$ cat src/verilog/aab_pkg.sv
// Function
// [RL1] The power-down flag becomes 1 at power-up and whenever the watchdog-clear instruction runs.
// [RL2] The power-down flag becomes 0 whenever the halt-mode instruction runs.
// [RL3] The watchdog-timeout flag becomes 1 at power-up, on watchdog-clear and on halt-mode.
// [RL4] The watchdog-timeout flag becomes 0 when the watchdog counter overflows.
// [RL5] The register operand of a data instruction addresses special registers 0x0 to 0x1F.
// [RL6] Add-register-with-carry forms register plus accumulator plus carry in one cycle, updating Z, DC and C.
// [RL7] Register-operand arithmetic and logic results go to the accumulator if dest is 0, else back to the register.
// [RL8] Add-register forms accumulator plus register without carry-in in one cycle, updating Z, DC and C.
// [RL9] Add-immediate-with-carry adds accumulator, 8-bit immediate and carry into the accumulator in one cycle, updating Z, DC and C.
// [RL10] Add-immediate adds an 8-bit immediate to the accumulator without carry-in in one cycle, updating Z, DC and C.
// [RL11] And-register ANDs accumulator and register in one cycle, routes by dest and updates only Z.
// [RL12] Clear-bit forces bit 0 to 7 of the addressed register to zero in one cycle, touching no flag.
// [RL13] Carry is 1 when an addition carries out (or a subtraction does not borrow), else 0.
// [RL14] Zero is 1 when the 8-bit result of a flag-affecting instruction is zero, else 0.
// [RL15] Digit carry is 1 when an addition carries from bit 3 into bit 4, else 0.
package aab_pkg;

    // Register byte offsets on the APB window
    localparam logic [11:0] OFS_INSTR = 12'h000;
    localparam logic [11:0] OFS_ACC = 12'h004;
    localparam logic [11:0] OFS_STATUS = 12'h008;
    localparam logic [11:0] OFS_SFR_BASE = 12'h080;
    localparam logic [11:0] OFS_SFR_LAST = 12'h0FC;

    // Status register bit positions
    localparam int STAT_C_BIT = 0;
    localparam int STAT_DC_BIT = 1;
    localparam int STAT_Z_BIT = 2;
    localparam int STAT_PD_BIT = 3;
    localparam int STAT_TO_BIT = 4;

    // Values after reset
    localparam logic [7:0] ACC_RST = 8'h00;
    localparam logic [7:0] SFR_RST = 8'h00;
    localparam logic PD_RST = 1'b1;
    localparam logic TO_RST = 1'b1;

    // Number of special registers reachable by the register operand
    localparam int SFR_COUNT = 32;

    // Instruction codes held in the instruction word
    typedef enum logic [3:0] {
        OP_NOP = 4'h0,
        OP_ADD_REG_C = 4'h1,
        OP_ADD_REG = 4'h2,
        OP_ADD_IMM_C = 4'h3,
        OP_ADD_IMM = 4'h4,
        OP_AND_REG = 4'h5,
        OP_CLR_BIT = 4'h6,
        OP_WDT_CLEAR = 4'h7,
        OP_HALT = 4'h8
    } aab_op_e;

    // Instruction word, occupying pwdata[20:0]
    typedef struct packed {
        logic [3:0] op;
        logic [2:0] bitpos;
        logic dest;
        logic [4:0] raddr;
        logic [7:0] imm;
    } aab_instr_s;

    // Adder result with its flags
    typedef struct packed {
        logic [7:0] sum;
        logic dc;
        logic c;
    } aab_alu_res_s;

endpackage

$ cat src/verilog/aab_alu_core.sv
// The register addresses and the APB register port were left to the implementer.
`timescale 1ns/1ps
// Accumulator datapath with add, and, bit clear and status flags,
// reached by software over an APB slave port.
module aab_alu_core #(
    parameter int ADDR_W = 12
) (
    input logic clock_i,
    input logic rst_n_i,
    // APB slave
    input logic psel_i,
    input logic penable_i,
    input logic pwrite_i,
    input logic [ADDR_W-1:0] paddr_i,
    input logic [31:0] pwdata_i,
    output logic [31:0] prdata_o,
    output logic pready_o,
    output logic pslverr_o,
    // Watchdog counter overflow event, one cycle pulse
    input logic wdt_overflow_i,
    // Datapath state seen by the rest of the core
    output logic [7:0] accumulator_o,
    output logic power_down_flag_o,
    output logic watchdog_timeout_flag_o,
    output logic halt_pulse_o,
    output logic wdt_clear_pulse_o
);

    // All module state
    typedef struct packed {
        logic [7:0] acc;
        logic c;
        logic dc;
        logic z;
        logic pd;
        logic to;
        logic halt;
        logic wdt_clr;
        logic [31:0] prdata;
        logic pready;
        logic pslverr;
    } aab_core_state_s;

    aab_core_state_s st_q;
    aab_core_state_s st_d;

    logic [11:0] addr;
    logic access_first;
    logic access_done;
    logic wr_done;
    logic hit_instr;
    logic hit_acc;
    logic hit_status;
    logic hit_sfr;
    logic hit_any;
    logic [4:0] sfr_bus_idx;
    logic [7:0] sfr_bus_rd;
    logic [7:0] sfr_exec_rd;
    aab_pkg::aab_instr_s instr;
    logic exec_go;
    logic [7:0] alu_b;
    logic alu_cin;
    aab_pkg::aab_alu_res_s alu_res;
    logic rf_we;
    logic [4:0] rf_waddr;
    logic [7:0] rf_wdata;
    logic [7:0] and_res;
    logic [7:0] clr_res;
    logic [7:0] bit_mask;
    logic [31:0] status_word;

    // Bus address widened or cut to the decoder width
    assign addr = 12'(paddr_i);

    // Address decode for the four register groups
    always_comb begin
        hit_instr = 1'b0;
        hit_acc = 1'b0;
        hit_status = 1'b0;
        hit_sfr = 1'b0;
        if (addr == aab_pkg::OFS_INSTR) begin
            hit_instr = 1'b1;
        end else if (addr == aab_pkg::OFS_ACC) begin
            hit_acc = 1'b1;
        end else if (addr == aab_pkg::OFS_STATUS) begin
            hit_status = 1'b1;
        end else if (addr >= aab_pkg::OFS_SFR_BASE && addr <= aab_pkg::OFS_SFR_LAST
                     && addr[1:0] == 2'h0) begin
            hit_sfr = 1'b1;
        end
    end

    assign hit_any = hit_instr | hit_acc | hit_status | hit_sfr;

    // Word index of a special register in the bus window
    assign sfr_bus_idx = addr[6:2];

    // One wait state: data is registered in the first access cycle,
    // so every output stays a flip-flop.
    assign access_first = psel_i & penable_i & ~st_q.pready;
    assign access_done = psel_i & penable_i & st_q.pready;
    assign wr_done = access_done & pwrite_i & hit_any;

    // Instruction issue happens at the completing edge of its write
    assign instr = aab_pkg::aab_instr_s'(pwdata_i[20:0]);
    assign exec_go = wr_done & hit_instr;

    // Status word as software sees it
    always_comb begin
        status_word = 32'h0000_0000;
        status_word[aab_pkg::STAT_C_BIT] = st_q.c;
        status_word[aab_pkg::STAT_DC_BIT] = st_q.dc;
        status_word[aab_pkg::STAT_Z_BIT] = st_q.z;
        status_word[aab_pkg::STAT_PD_BIT] = st_q.pd;
        status_word[aab_pkg::STAT_TO_BIT] = st_q.to;
    end

    // Second operand: immediate for the immediate forms, else the register
    always_comb begin
        alu_b = sfr_exec_rd;
        alu_cin = 1'b0;
        case (aab_pkg::aab_op_e'(instr.op))
            aab_pkg::OP_ADD_REG_C: begin
                // [RL6] Carry joins register plus accumulator
                alu_cin = st_q.c;
            end
            aab_pkg::OP_ADD_IMM_C: begin
                // [RL9] Immediate with carry
                alu_b = instr.imm;
                alu_cin = st_q.c;
            end
            aab_pkg::OP_ADD_IMM: begin
                // [RL10] Immediate, no carry in
                alu_b = instr.imm;
            end
            default: begin
                alu_cin = 1'b0;
            end
        endcase
    end

    aab_adder aab_adder_inst (
        .a_i(st_q.acc),
        .b_i(alu_b),
        .cin_i(alu_cin),
        .res_o(alu_res)
    );

    // Logic results that bypass the adder
    assign and_res = st_q.acc & sfr_exec_rd;
    assign bit_mask = 8'h01 << instr.bitpos;
    // [RL12] Only the chosen bit is dropped
    assign clr_res = sfr_exec_rd & ~bit_mask;

    // Register file write: instruction writeback or a bus write.
    // Both cannot happen together because only one transfer is open.
    always_comb begin
        rf_we = 1'b0;
        rf_waddr = instr.raddr;
        rf_wdata = 8'h00;
        if (exec_go) begin
            case (aab_pkg::aab_op_e'(instr.op))
                aab_pkg::OP_ADD_REG_C, aab_pkg::OP_ADD_REG: begin
                    // [RL7] Destination one goes back to the register
                    rf_we = instr.dest;
                    rf_wdata = alu_res.sum;
                end
                aab_pkg::OP_AND_REG: begin
                    // [RL7] Same routing for the logic result
                    rf_we = instr.dest;
                    rf_wdata = and_res;
                end
                aab_pkg::OP_CLR_BIT: begin
                    rf_we = 1'b1;
                    rf_wdata = clr_res;
                end
                default: begin
                    rf_we = 1'b0;
                end
            endcase
        end else if (wr_done && hit_sfr) begin
            rf_we = 1'b1;
            rf_waddr = sfr_bus_idx;
            rf_wdata = pwdata_i[7:0];
        end
    end

    // [RL5] Register operand is a five-bit index, 0x0 to 0x1F
    aab_regfile #(
        .DEPTH(aab_pkg::SFR_COUNT),
        .AW(5)
    ) aab_regfile_inst (
        .clock_i(clock_i),
        .rst_n_i(rst_n_i),
        .we_i(rf_we),
        .waddr_i(rf_waddr),
        .wdata_i(rf_wdata),
        .raddr_a_i(instr.raddr),
        .rdata_a_o(sfr_exec_rd),
        .raddr_b_i(sfr_bus_idx),
        .rdata_b_o(sfr_bus_rd)
    );

    // Next state of bus answer, accumulator and flags
    always_comb begin
        st_d = st_q;
        st_d.pready = 1'b0;
        st_d.halt = 1'b0;
        st_d.wdt_clr = 1'b0;

        // Read data and error are captured in the first access cycle
        if (access_first) begin
            st_d.pready = 1'b1;
            st_d.pslverr = ~hit_any;
            if (pwrite_i || !hit_any) begin
                st_d.prdata = 32'h0000_0000;
            end else if (hit_acc) begin
                st_d.prdata = {24'h00_0000, st_q.acc};
            end else if (hit_status) begin
                st_d.prdata = status_word;
            end else if (hit_sfr) begin
                st_d.prdata = {24'h00_0000, sfr_bus_rd};
            end else begin
                // Instruction word is write-only and reads as zero
                st_d.prdata = 32'h0000_0000;
            end
        end else begin
            st_d.pslverr = 1'b0;
        end

        // Direct software writes to accumulator and arithmetic flags
        if (wr_done && hit_acc) begin
            st_d.acc = pwdata_i[7:0];
        end
        if (wr_done && hit_status) begin
            st_d.c = pwdata_i[aab_pkg::STAT_C_BIT];
            st_d.dc = pwdata_i[aab_pkg::STAT_DC_BIT];
            st_d.z = pwdata_i[aab_pkg::STAT_Z_BIT];
        end

        // Instruction execution, all in the issuing cycle
        if (exec_go) begin
            case (aab_pkg::aab_op_e'(instr.op))
                aab_pkg::OP_ADD_REG_C, aab_pkg::OP_ADD_REG: begin
                    // [RL8] Sum to accumulator when destination is zero
                    if (!instr.dest) begin
                        st_d.acc = alu_res.sum;
                    end
                    // [RL13] Carry and digit carry from the adder
                    st_d.c = alu_res.c;
                    st_d.dc = alu_res.dc;
                    // [RL14] Zero result test
                    st_d.z = (alu_res.sum == 8'h00);
                end
                aab_pkg::OP_ADD_IMM_C, aab_pkg::OP_ADD_IMM: begin
                    // [RL10] Immediate forms always land in accumulator
                    st_d.acc = alu_res.sum;
                    st_d.c = alu_res.c;
                    // [RL15] Nibble carry kept
                    st_d.dc = alu_res.dc;
                    st_d.z = (alu_res.sum == 8'h00);
                end
                aab_pkg::OP_AND_REG: begin
                    // [RL11] Zero flag only
                    if (!instr.dest) begin
                        st_d.acc = and_res;
                    end
                    st_d.z = (and_res == 8'h00);
                end
                aab_pkg::OP_WDT_CLEAR: begin
                    // [RL1] Watchdog clear raises power-down flag
                    st_d.pd = 1'b1;
                    // [RL3] And the timeout flag
                    st_d.to = 1'b1;
                    st_d.wdt_clr = 1'b1;
                end
                aab_pkg::OP_HALT: begin
                    // [RL2] Halt drops power-down flag
                    st_d.pd = 1'b0;
                    // [RL3] Halt raises timeout flag
                    st_d.to = 1'b1;
                    st_d.halt = 1'b1;
                end
                default: begin
                    // Clear-bit and no-op leave flags alone
                    st_d.halt = 1'b0;
                end
            endcase
        end

        // [RL4] Overflow clears timeout; placed last so the event is never lost
        if (wdt_overflow_i) begin
            st_d.to = 1'b0;
        end
    end

    // State register; power-down and timeout flags come up set as after power-up, C, DC and Z clear
    always_ff @(posedge clock_i) begin
        if (!rst_n_i) begin
            st_q.acc <= aab_pkg::ACC_RST;
            st_q.c <= 1'b0;
            st_q.dc <= 1'b0;
            st_q.z <= 1'b0;
            // [RL1] Power-up value
            st_q.pd <= aab_pkg::PD_RST;
            // [RL3] Power-up value
            st_q.to <= aab_pkg::TO_RST;
            st_q.halt <= 1'b0;
            st_q.wdt_clr <= 1'b0;
            st_q.prdata <= 32'h0000_0000;
            st_q.pready <= 1'b0;
            st_q.pslverr <= 1'b0;
        end else begin
            st_q <= st_d;
        end
    end

    // Outputs straight from the state register
    assign prdata_o = st_q.prdata;
    assign pready_o = st_q.pready;
    assign pslverr_o = st_q.pslverr;
    assign accumulator_o = st_q.acc;
    assign power_down_flag_o = st_q.pd;
    assign watchdog_timeout_flag_o = st_q.to;
    assign halt_pulse_o = st_q.halt;
    assign wdt_clear_pulse_o = st_q.wdt_clr;

endmodule // aab_alu_core

$ cat src/verilog/aab_adder.sv
`timescale 1ns/1ps
// Eight-bit adder that also reports the nibble carry
module aab_adder (
    input logic [7:0] a_i,
    input logic [7:0] b_i,
    input logic cin_i,
    output aab_pkg::aab_alu_res_s res_o
);

    logic [4:0] lo_sum;
    logic [4:0] hi_sum;

    // Split into nibbles so the digit carry falls out without a second adder
    always_comb begin
        lo_sum = {1'b0, a_i[3:0]} + {1'b0, b_i[3:0]} + {4'h0, cin_i};
        hi_sum = {1'b0, a_i[7:4]} + {1'b0, b_i[7:4]} + {4'h0, lo_sum[4]};
        res_o.sum = {hi_sum[3:0], lo_sum[3:0]};
        // [RL15] Nibble carry out
        res_o.dc = lo_sum[4];
        // [RL13] Carry out
        res_o.c = hi_sum[4];
    end

endmodule // aab_adder

$ cat src/verilog/aab_regfile.sv
`timescale 1ns/1ps
// Special register file, one write port and two read ports
module aab_regfile #(
    parameter int DEPTH = aab_pkg::SFR_COUNT,
    parameter int AW = 5
) (
    input logic clock_i,
    input logic rst_n_i,
    input logic we_i,
    input logic [AW-1:0] waddr_i,
    input logic [7:0] wdata_i,
    input logic [AW-1:0] raddr_a_i,
    output logic [7:0] rdata_a_o,
    input logic [AW-1:0] raddr_b_i,
    output logic [7:0] rdata_b_o
);

    typedef struct packed {
        logic [DEPTH-1:0][7:0] mem;
    } aab_rf_state_s;

    aab_rf_state_s st_q;
    aab_rf_state_s st_d;

    // Next state: one entry changes per cycle at most
    always_comb begin
        st_d = st_q;
        if (we_i) begin
            st_d.mem[waddr_i] = wdata_i;
        end
    end

    // State register
    always_ff @(posedge clock_i) begin
        if (!rst_n_i) begin
            st_q <= {DEPTH{aab_pkg::SFR_RST}};
        end else begin
            st_q <= st_d;
        end
    end

    // Read ports see the stored value, not the one being written
    assign rdata_a_o = st_q.mem[raddr_a_i];
    assign rdata_b_o = st_q.mem[raddr_b_i];

endmodule // aab_regfile

$ cat config.mk
export PLATFORM = sky130hd
export DESIGN_NAME = aab_alu_core
export DESIGN_NICKNAME = d
export VERILOG_FILES = /design/src/verilog/aab_pkg.sv /design/src/verilog/aab_alu_core.sv /design/src/verilog/aab_adder.sv /design/src/verilog/aab_regfile.sv
export SDC_FILE = /design/constraint.sdc
export NUM_CORES = 1
export LEC_CHECK = 0
export BUFFER_PORTS_ARGS = -buffer_cell sky130_fd_sc_hd__buf_2
export CAP_MARGIN = 20
export CELL_PAD_IN_SITES_DETAIL_PLACEMENT = 1
export CELL_PAD_IN_SITES_GLOBAL_PLACEMENT = 1
export CORE_ASPECT_RATIO = 0.75
export CORE_MARGIN = 2
export CORE_UTILIZATION = 30
export DETAILED_ROUTE_END_ITERATION = 7
export GPL_TIMING_DRIVEN = 0
export PLACE_DENSITY_LB_ADDON = 0.12
export SYNTH_ARGS = -nofsm -noshare
export SYNTH_HDL_FRONTEND = slang
export SYNTH_SLANG_ARGS = --single-unit
$ cat constraint.sdc
create_clock -name clock_i -period 5.5 [get_ports clock_i]
set_input_delay 0.825 -clock clock_i [delete_from_list [all_inputs] [get_ports clock_i]]
set_output_delay 0.825 -clock clock_i [all_outputs]
set_load 0.005 [all_outputs]
# ---- Word level (Yosys, flattened, before mapping)
# Cells that the tools add are included.
dict set report classes {
  n_addsub 4
  n_mul 0
  div_mod_pow 0
  n_lt_le_gt_ge 6
  eq_ne 10
  n_shift 1
  mux 44
  bitwise_logic 14
  reduce_logical 24
}
# op n
set op_table {}
lappend op_table {{$bwmux W256} 1}
lappend op_table {{$mux W8} 13}
lappend op_table {{$bmux W8 S5} 2}
lappend op_table {{$pmux W8 S3} 2}
lappend op_table {{$demux W8 S5} 1}
lappend op_table {{$lt A5 B6 Y1 const B} 3}
lappend op_table {{$mux W1} 17}
lappend op_table {{$and A8 B8 Y8} 2}
lappend op_table {{$eq A4 B3 Y1 const B} 4}
lappend op_table {{$logic_not A8 Y1} 2}
lappend op_table {{$mux W15} 1}
lappend op_table {{$eq A12 B3 Y1 const B} 1}
lappend op_table {{$eq A12 B4 Y1 const B} 1}
lappend op_table {{$ge A12 B8 Y1 const B} 1}
lappend op_table {{$le A12 B8 Y1 const B} 1}
lappend op_table {{$logic_not A12 Y1} 1}
lappend op_table {{$add A4 B4 Y5} 2}
lappend op_table {{$add A5 B1 Y5} 2}
lappend op_table {{$mux W5} 2}
lappend op_table {{$eq A4 B2 Y1 const B} 2}
lappend op_table {{$not A8 Y8} 1}
lappend op_table {{$reduce_and A2 Y1} 4}
lappend op_table {{$shl A1 B3 Y8 const A} 1}
lappend op_table {{$and A1 B1 Y1} 6}
lappend op_table {{18 further kinds} 30}
dict set report word_totals {
  regBits 281
  latchBits 0
  ram_bits 0
  romBits 0
  input_bits 50
  output_inout_bits 46
  wordCells 146
  mem_count 0
}

# ---- Logic depth before layout (Yosys ltp)
# Gate-level depths: netlist (run 1).
dict set report depth {
  depth_word 17
  ltp_mapped 21
}

# ---- By module
# From an unflattened synthesis (run 1), not the netlist that was laid out.
dict set report hier_totals {
  cells_unflattened 1752
  hier_area_um2 17040.1
}
# module n_inst cells_each area_per_inst_um2 seq_area_each_um2
set modules_own_cells {}
lappend modules_own_cells {aab_regfile 1 1425 14457.6 5124.9}
lappend modules_own_cells {aab_alu_core 1 295 2298.5 500.5}
lappend modules_own_cells {aab_adder 1 32 284.0 0.0}

# ---- Least setup slack after synthesis (run 1)
# OpenSTA, ideal clock, no wires.
dict set report synth_path {
  path_kind {input port to flip-flop}
  startpoint {input port pwdata_i[10]}
  endpoint {register aab_regfile_inst.st_q[110] in the netlist's numbering}
  setup_ns 0.137
  arrival_time_ns 4.692
  path_slack_ns 0.670
  path_stages 20
  path_buffers 4
  cell_sequence {clkbuf_2 -> buf_4 -> buf_2 -> mux4_2 -> mux2_2 -> o22ai_1 -> o31ai_1 -> fa_1 -> inv_1 -> fa_1 -> inv_1 -> a21o_1 -> a21oi_1 -> fa_1 -> fa_1 -> xor2_1 -> o2bb2ai_1 -> a22oi_1 -> buf_2 -> a211oi_1}
}
dict set report synth_between {
  elab_chain_len 9
}
# element line_no
set synth_rtl {}
lappend synth_rtl {{start: declaration} aab_alu_core.sv:15} ;# input logic [31:0] pwdata_i,
lappend synth_rtl {{$bmux W8 S5} aab_regfile.sv:43} ;# assign rdata_a_o = st_q.mem[raddr_a_i];
lappend synth_rtl {{$mux W8 (not written as such)} aab_regfile.sv:43}
lappend synth_rtl {{$mux W8} aab_alu_core.sv:122} ;# case (aab_pkg::aab_op_e'(instr.op))
lappend synth_rtl {{$add A4 B4 Y5} aab_adder.sv:15} ;# lo_sum = {1'b0, a_i[3:0]} + {1'b0, b_i[3:0]} + {4'h0, cin_i};
lappend synth_rtl {{$add A5 B1 Y5} aab_adder.sv:15}
lappend synth_rtl {{$add A5 B1 Y5} aab_adder.sv:16} ;# hi_sum = {1'b0, a_i[7:4]} + {1'b0, b_i[7:4]} + {4'h0, lo_sum[4]};
lappend synth_rtl {{$pmux W8 S3} aab_alu_core.sv:162} ;# case (aab_pkg::aab_op_e'(instr.op))
lappend synth_rtl {{$mux W8} aab_alu_core.sv:161} ;# if (exec_go) begin
lappend synth_rtl {{$bwmux W256 (*)} aab_regfile.sv:29} ;# st_d.mem[waddr_i] = wdata_i;
lappend synth_rtl {{end signal: assignment} aab_regfile.sv:36} ;# st_q <= {DEPTH{aab_pkg::SFR_RST}};
lappend synth_rtl {{end signal: assignment} aab_regfile.sv:38} ;# st_q <= st_d;
lappend synth_rtl {{end: declaration} aab_regfile.sv:22} ;# aab_rf_state_s st_q;
# Mark *: on every way between the ends. The rest lies on a longest branch, timed or not. The select of a mux whose other input is x is not followed.
# A chain may end at the register's enable or synchronous reset.

# ---- Worst setup path in the final report (run 1)
dict set report layout_path {
  startpoint {input port pwdata_i[10]}
  endpoint {register aab_regfile_inst.st_q[77] in the netlist's numbering}
}
# The elaborated chain is that of the path after synthesis.

==> results.cfg, run 1 <==
[run_status]
outcome = complete, no violations

[routing]
routedWlPerCell_um = 35.3
drc = 0
wl_um = 86600
drt_iter0_drc = 1765
drt_pass1_iterations = 5
postRouteAntennaNets = 0
vias = 15500
avgViaCountPerCell = 6.31

[global_route]
grt_pass1_vias = 14900
grt_antenna_before_repair = 3
track_usage_pct = 30.7
grt_overflow = 0
grt_pass1_wl_um = 121000
grt_max_degree = 14

[floorplan]
fp-row-count = 74
dieArea_mm2 = 0.0564
fp.dieW_um = 274
die_y_um = 206
boundaryPins = 96
initial_core_util_pct = 30.2
design.core.area_mm2 = 0.0542

[power_and_ir_drop]
p_leak_nw = 6.26
p_seq_share_pct = 41.6
p_int_w = 0.00359
p_sw_w = 0.00131
combPwrFrac_pct = 8.6
p_per_area_mw_per_mm2 = 258
pwr-share-clk_pct = 49.8
vdd_drop_max_uv = 194
switching_share_pct = 26.8

[placement]
globalplace.congestion = 0.982
placed_cell_area_mm2 = 0.0176
dpl.hpwl_um = 65900
preCtsSetupSlack_ps = -1810
io_buffers = 52

[synthesis]
synthCells = 1577
ys_seq_area_share_pct = 34.4
yosysTopAreaCell = dfxtp_1
ys_top_cells_by_count = dfxtp_1 (281), a21oi_1 (278), a211oi_1 (255)
synth_top_area_share_pct = 34.4
synth_cell_type_count = 81
avgSynthCellArea_um2 = 10.4
syn-cell-area_mm2 = 0.0164
synth_most_common_cell = dfxtp_1
ys_async_sr_fraction_pct = 0
ys_warn_count = 0
ys.flop_type = dfxtp_1
ys_top_cells_by_area = dfxtp_1 (34%), mux4_2 (18%), a211oi_1 (12%)
synth_edf_count = 0
synth-seq-cells = 281

[cts]
htree_levels = 2
clkTransAtPathRegs_ps = 60
cts_buffer_depth = 3
cts_buffers = 34
clk_latency_ps = 560
ctsRootBufferMaster = clkbuf_16
cts_tree = built
cts_sinks = 281

[sta]
hold_viol = 0
fin_hold_ws_ps = 484
worst_slew_pin_slew_ps = 1170
setup_slack_ps = 68.6
period_minus_slack_ps = 5430
finalSetupViolCount = 0
maxSlewHeadroom_pct = 21.8
finClkSkew_ps = 23.8
fmax_ghz = 0.184
finalMaxSlewViolations = 0
period_share_pct = 98.8
tns_ps = 0

[worst_hold_path]
min-delay-start = prdata_o[5]
hold_path.class = reg2reg

[run]
drv_cap = 0

[layout]
drive_gt1_share_pct = 26.5
multi_input_area_mm2 = 0.00950
stdcell_area_mm2 = 0.0190
n_fill_cell = 6074
nNetsFinal = 1763
post-route-util_pct = 35.1
area_growth_pct = 16.3
regArea_mm2 = 0.00563

[worst_setup_path]
cp_slowest_cell = fa_1
critPathMaxFanout = 10
worstPathCellList = clkbuf_2 -> buf_4 -> buf_2 -> mux4_2 -> o22ai_4 -> nor4_1 -> buf_2 -> mux2_2 -> ha_1 -> a21o_1 -> a21oi_4 -> fa_2 -> fa_1 -> o31ai_2 -> a21oi_2 -> buf_4 -> a211oi_1
max_stage_delay_ps = 680
cp_data_required_time_ps = 5880
worst_setup_path_startpoint = pwdata_i[10]
path_class = in2reg
start_kind = primary input
end_kind = flop
arrival_ps = 5810
r2r_start = aab_regfile_inst.st_q[201]
==> cells in the final DEF (no fill, tap or decap), types with 5 or more instances in the layout <==
cell type and count:
dfxtp_1 281, a21oi_1 276, a211oi_1 255, mux4_2 134
buf_2 107, clkbuf_1 96, buf_4 59, nand2_1 44
clkbuf_16 37, conb_1 24, buf_6 23, nor2_1 23
nor2b_1 22, mux2i_1 19, and2_1 19, mux2_2 18
o21ai_0 17, nand3_1 16, inv_1 15, o31ai_1 11
buf_1 11, mux4_1 10, clkbuf_8 10, o22ai_1 9
nand3b_1 8, a211oi_2 8, nor3_1 8, clkinv_2 7
or3_1 6, and3_1 6, o22a_1 6, ha_1 6
or3b_2 5, clkbuf_4 5, nand4_1 5, a22o_1 5
a22oi_1 5, o2111ai_1 5
==> power groups by stage <==
stage,combinational (W),sequential (W),clock [W]
CTS,0.000408,0.00204,0.00245
floorplan,0.000236,0.00208,0
global placement,0.000397,0.00208,0
global route,0.000441,0.00204,0.00254
finish,0.000423,0.00204,0.00244
detailed placement,0.000402,0.00208,0
==> final timing paths <==
path / endpoint / slack, ps / cells past startpoint
worst max-delay path: aab_regfile_inst.st_q[77] / 70 / 17
worst max register to register: aab_regfile_inst.st_q[195] / 550 / 13
worst min-delay path: prdata_o[5] / 480 / 2
worst min register to register: prdata_o[5] / 480 / 2
==> metal layers <==
metal | up-vias | track usage [%] | share of wire (%)
met1 | 8166 | 47.4 | 48
li1 | 6444 | - | -
met3 | 115 | 8.50 | 11
met4 | 0 | 8.00 | 2.6
met5 | - | 0 | 0
met2 | 742 | 40.8 | 39
==> stage by stage <==
step                power, W  cells
detailed placement   0.00248   2381
floorplan            0.00232   1600
finish               0.00490   2450
CTS                  0.00489   2445
global route         0.00501   2449
global placement     0.00248   2374
==> kinds of logic after synthesis <==
kind of cell	share of synthesized area, %
AOI/OAI and AO/OA	26.3
xor gates and xnor gates	0.214
adders and majority gates	0.949
buffers and inverters	8.65
DFF	34.4
muxes	22.5
other	0.0229
and+or+nand+nor	6.96
==> worst max-delay path: cells and delay by family <==
family | cells | cell delay, ps
adders and majority gates | 3 | 1420
muxes | 2 | 690
AOI/OAI and AO/OA | 6 | 1160
buffers and inverters | 5 | 1590
and+or+nand+nor | 1 | 90
==> flip-flops by register name, indices dropped and copies added, names as in the netlist <==
name	flops
aab_regfile_inst.st_q	256
accumulator_o	8
halt_pulse_o	1
power_down_flag_o	1
prdata_o	8
pready_o	1
pslverr_o	1
st_q	3
watchdog_timeout_flag_o	1
wdt_clear_pulse_o	1
==> area by class of cell <==
| cell class | count | share of cell area (%) |
|---|---|---|
| Multi-Input combinational cell | 1063 | 50.0 |
| Sequential cell | 281 | 29.6 |
| Buffer | 239 | 7.34 |
| Clock buffer | 49 | 5.53 |
| Tap cell | 722 | 4.75 |
| Timing Repair Buffer | 67 | 1.91 |
| Clock inverter | 11 | 0.579 |
| Inverter | 17 | 0.336 |
| Antenna cell | 1 | 0.0132 |
==> repair_timing <==
| item | CTS | global route |
|---|---|---|
| pin swaps | 1 | 2 |
| setup buffers | 4 | 1 |
| endpoints found under the setup margin | 132 | 94 |
| hold buffers | 0 | 0 |
| hold endpoints to repair | 0 | 0 |
| resized for setup | 22 | 13 |
| cloned | 0 | 0 |
Power figures use the tool's default switching activity.
==> run 2, diff against run 1 <==
--- a/config.mk
+++ b/config.mk
@@ -17,4 +17,5 @@
 export PLACE_DENSITY_LB_ADDON = 0.12
 export SYNTH_ARGS = -nofsm -noshare
 export SYNTH_HDL_FRONTEND = slang
+export SYNTH_HIERARCHICAL = 1
 export SYNTH_SLANG_ARGS = --single-unit
==> results.cfg, run 2 <==
[routing]
routedWlPerCell_um = 31.6
avgViaCountPerCell = 6.09
drc = 0
postRouteAntennaNets = 0
vias = 16300
wl_um = 84200
drt_iter0_drc = 1714
drt_pass1_iterations = 6

[placement]
preCtsSetupSlack_ps = -2080
globalplace.congestion = 1.03
placed_cell_area_mm2 = 0.0184
dpl.hpwl_um = 61600
io_buffers = 59
place_inst = 2567

[floorplan]
boundaryPins = 96
initial_core_util_pct = 30.4
die_y_um = 210
dieArea_mm2 = 0.0587
fp-row-count = 75
design.core.area_mm2 = 0.0560
fp.dieW_um = 279

[synthesis]
synth_top_area_share_pct = 33.0
ys_async_sr_fraction_pct = 0
synthCells = 1752
ys_top_cells_by_area = dfxtp_1 (33%), mux4_2 (21%), a21boi_0 (11%)
ys.flop_type = dfxtp_1
ys_warn_count = 6
synth_edf_count = 0
ys_top_cells_by_count = o21ai_0 (286), dfxtp_1 (281), nand3_1 (263)
synth_most_common_cell = o21ai_0
ys_seq_area_share_pct = 33.0
syn-cell-area_mm2 = 0.0170
synth-seq-cells = 281
synth_cell_type_count = 61
avgSynthCellArea_um2 = 9.73
yosysTopAreaCell = dfxtp_1

[cts]
ctsRootBufferMaster = clkbuf_16
cts_buffer_depth = 3
htree_levels = 2
cts_sinks = 281
clk_latency_ps = 570
cts_buffers = 35
clkTransAtPathRegs_ps = 60
cts_tree = built
ctsHoldBuffers = 0

[power_and_ir_drop]
p_per_area_mw_per_mm2 = 241
p_seq_share_pct = 41.7
p_sw_w = 0.00128
pwr-share-clk_pct = 49.7
p_int_w = 0.00361
vdd_drop_max_uv = 170
switching_share_pct = 26.2
combPwrFrac_pct = 8.6
p_leak_nw = 6.68

[worst_setup_path]
r2r_slack_ps = 440
arrival_ps = 5870
critPathMaxFanout = 5
cp_data_required_time_ps = 5980
path_class = in2reg
start_kind = primary input
end_kind = flop

[sta]
finClkSkew_ps = 26.1
worst_slew_pin_slew_ps = 1160
tns_ps = 0
hold_viol = 0
setup_slack_ps = 105
maxSlewHeadroom_pct = 23.0
fmax_ghz = 0.185
period_minus_slack_ps = 5400
finalMaxSlewViolations = 0
period_share_pct = 98.1
finalSetupViolCount = 0

[global_route]
grt_antenna_before_repair = 5
grt_pass1_wl_um = 120000
grt_overflow = 0
grt_pass1_vias = 16200
grt_max_degree = 12
track_usage_pct = 28.5

[layout]
area_growth_pct = 18.9
nNetsFinal = 1973
top_register = aab_regfile_inst/st_q
stdcell_area_mm2 = 0.0203
largest_register_ffs = 256
fin_cells = 2669
layout_common_cells = o21ai_0 (285), dfxtp_1 (281), nand3_1 (262)
drive_gt1_share_pct = 24.1
mostFrequentLayoutCell = o21ai_0

[run]
drv_cap = 0

[worst_hold_path]
hold_path.class = in2reg

[run_status]
outcome = complete, no violations
## run 2: cell types whose count changed in the layout (fill, tap and decap cells not counted), sizes merged, moves of 16 or more
cell    before  now
a21oi      278   10
a211oi     263   17
a21boi       1  256
nor2b       22    3
mux4       144  160
clkbuf     152  223
o21ai       17  286
nand3       16  263
mux2i       19    2
nand2       44   27
and2        19    1
## run 2: final timing paths
kind | start | endpoint | cells after the start
hold / removal | wdt_overflow_i | watchdog_timeout_flag_o | 2
setup / recovery | pwdata_i[9] | aab_regfile_inst/st_q[29] | 22
hold reg to reg | prdata_o[6] | prdata_o[6] | 2
setup reg to reg | aab_regfile_inst/st_q[64] | aab_regfile_inst/st_q[29] | 21
## run 2: worst max-delay path, cell delays in order
cell,delay (ps)
buf_12,110
buf_12,160
buf_16,120
buf_4,170
mux4_2,600
mux4_2,550
mux2_4,320
mux2_2,300
fa_2,370
a21o_2,220
a21o_1,200
fa_2,380
inv_2,70
fa_1,430
inv_2,80
a32oi_1,60
nand2_1,110
a22o_4,170
buf_12,160
clkbuf_16,160
nand3_1,60
a21boi_0,200
## run 2: timing repair
item                       CTS  global route
pin swaps                    7             7
setup endpoints to repair  216           158
cloned                       4             0
setup buffers               30             6
resized for setup           99            20
## run 2: cell families (layout without fill, tap and decap cells)
logic type,after synthesis,after routing,share of synthesized area [%]
other,1,25,0.0220
muxes,191,191,23.2
xor gates and xnor gates,5,5,0.257
and+or+nand+nor,366,366,11.5
AOI/OAI and AO/OA,620,620,23.2
adders and majority gates,10,10,0.910
buffers and inverters,278,440,7.88
DFF,281,281,33.0
## run 2: area by class of cell
cell class / count / area [µm²]
diodes: 1 / 2.50
plain buffers: 257 / 1540
clock buffers: 55 / 1050
clock inverters: 6 / 97.6
fillers: 6346 / 35800
inverters: 20 / 75.1
multi-input cells: 1216 / 10200
flip-flops and latches: 281 / 5630
well taps: 731 / 915
repair buffers: 102 / 723
## run 2: power groups by stage
stage / clock network (W) / logic [W] / registers (W)
floorplan: 0 / 0.000240 / 0.00208
global placement: 0 / 0.000373 / 0.00208
detailed placement: 0 / 0.000377 / 0.00208
CTS: 0.00244 / 0.000412 / 0.00204
global route: 0.00254 / 0.000443 / 0.00204
finish: 0.00243 / 0.000421 / 0.00204
## run 2: per-stage QoR
stage               total power, W  hold WS (ps)  utilization, %
floorplan                  0.00232           426               -
global placement           0.00246           451            32.7
detailed placement         0.00246           459            32.8
CTS                        0.00489           444            36.0
global route               0.00502           476            36.2
finish                     0.00489           451            36.2
## run 2: routing by layer
layer  global-route usage (%)  vias to the layer above  routed length [µm]
li1                         -                     6930                   -
met1                     42.2                     8524               39600
met2                     40.5                      682               35000
met3                     5.26                      122                6330
met4                     11.2                        0                3300
met5                        0                        -                   0
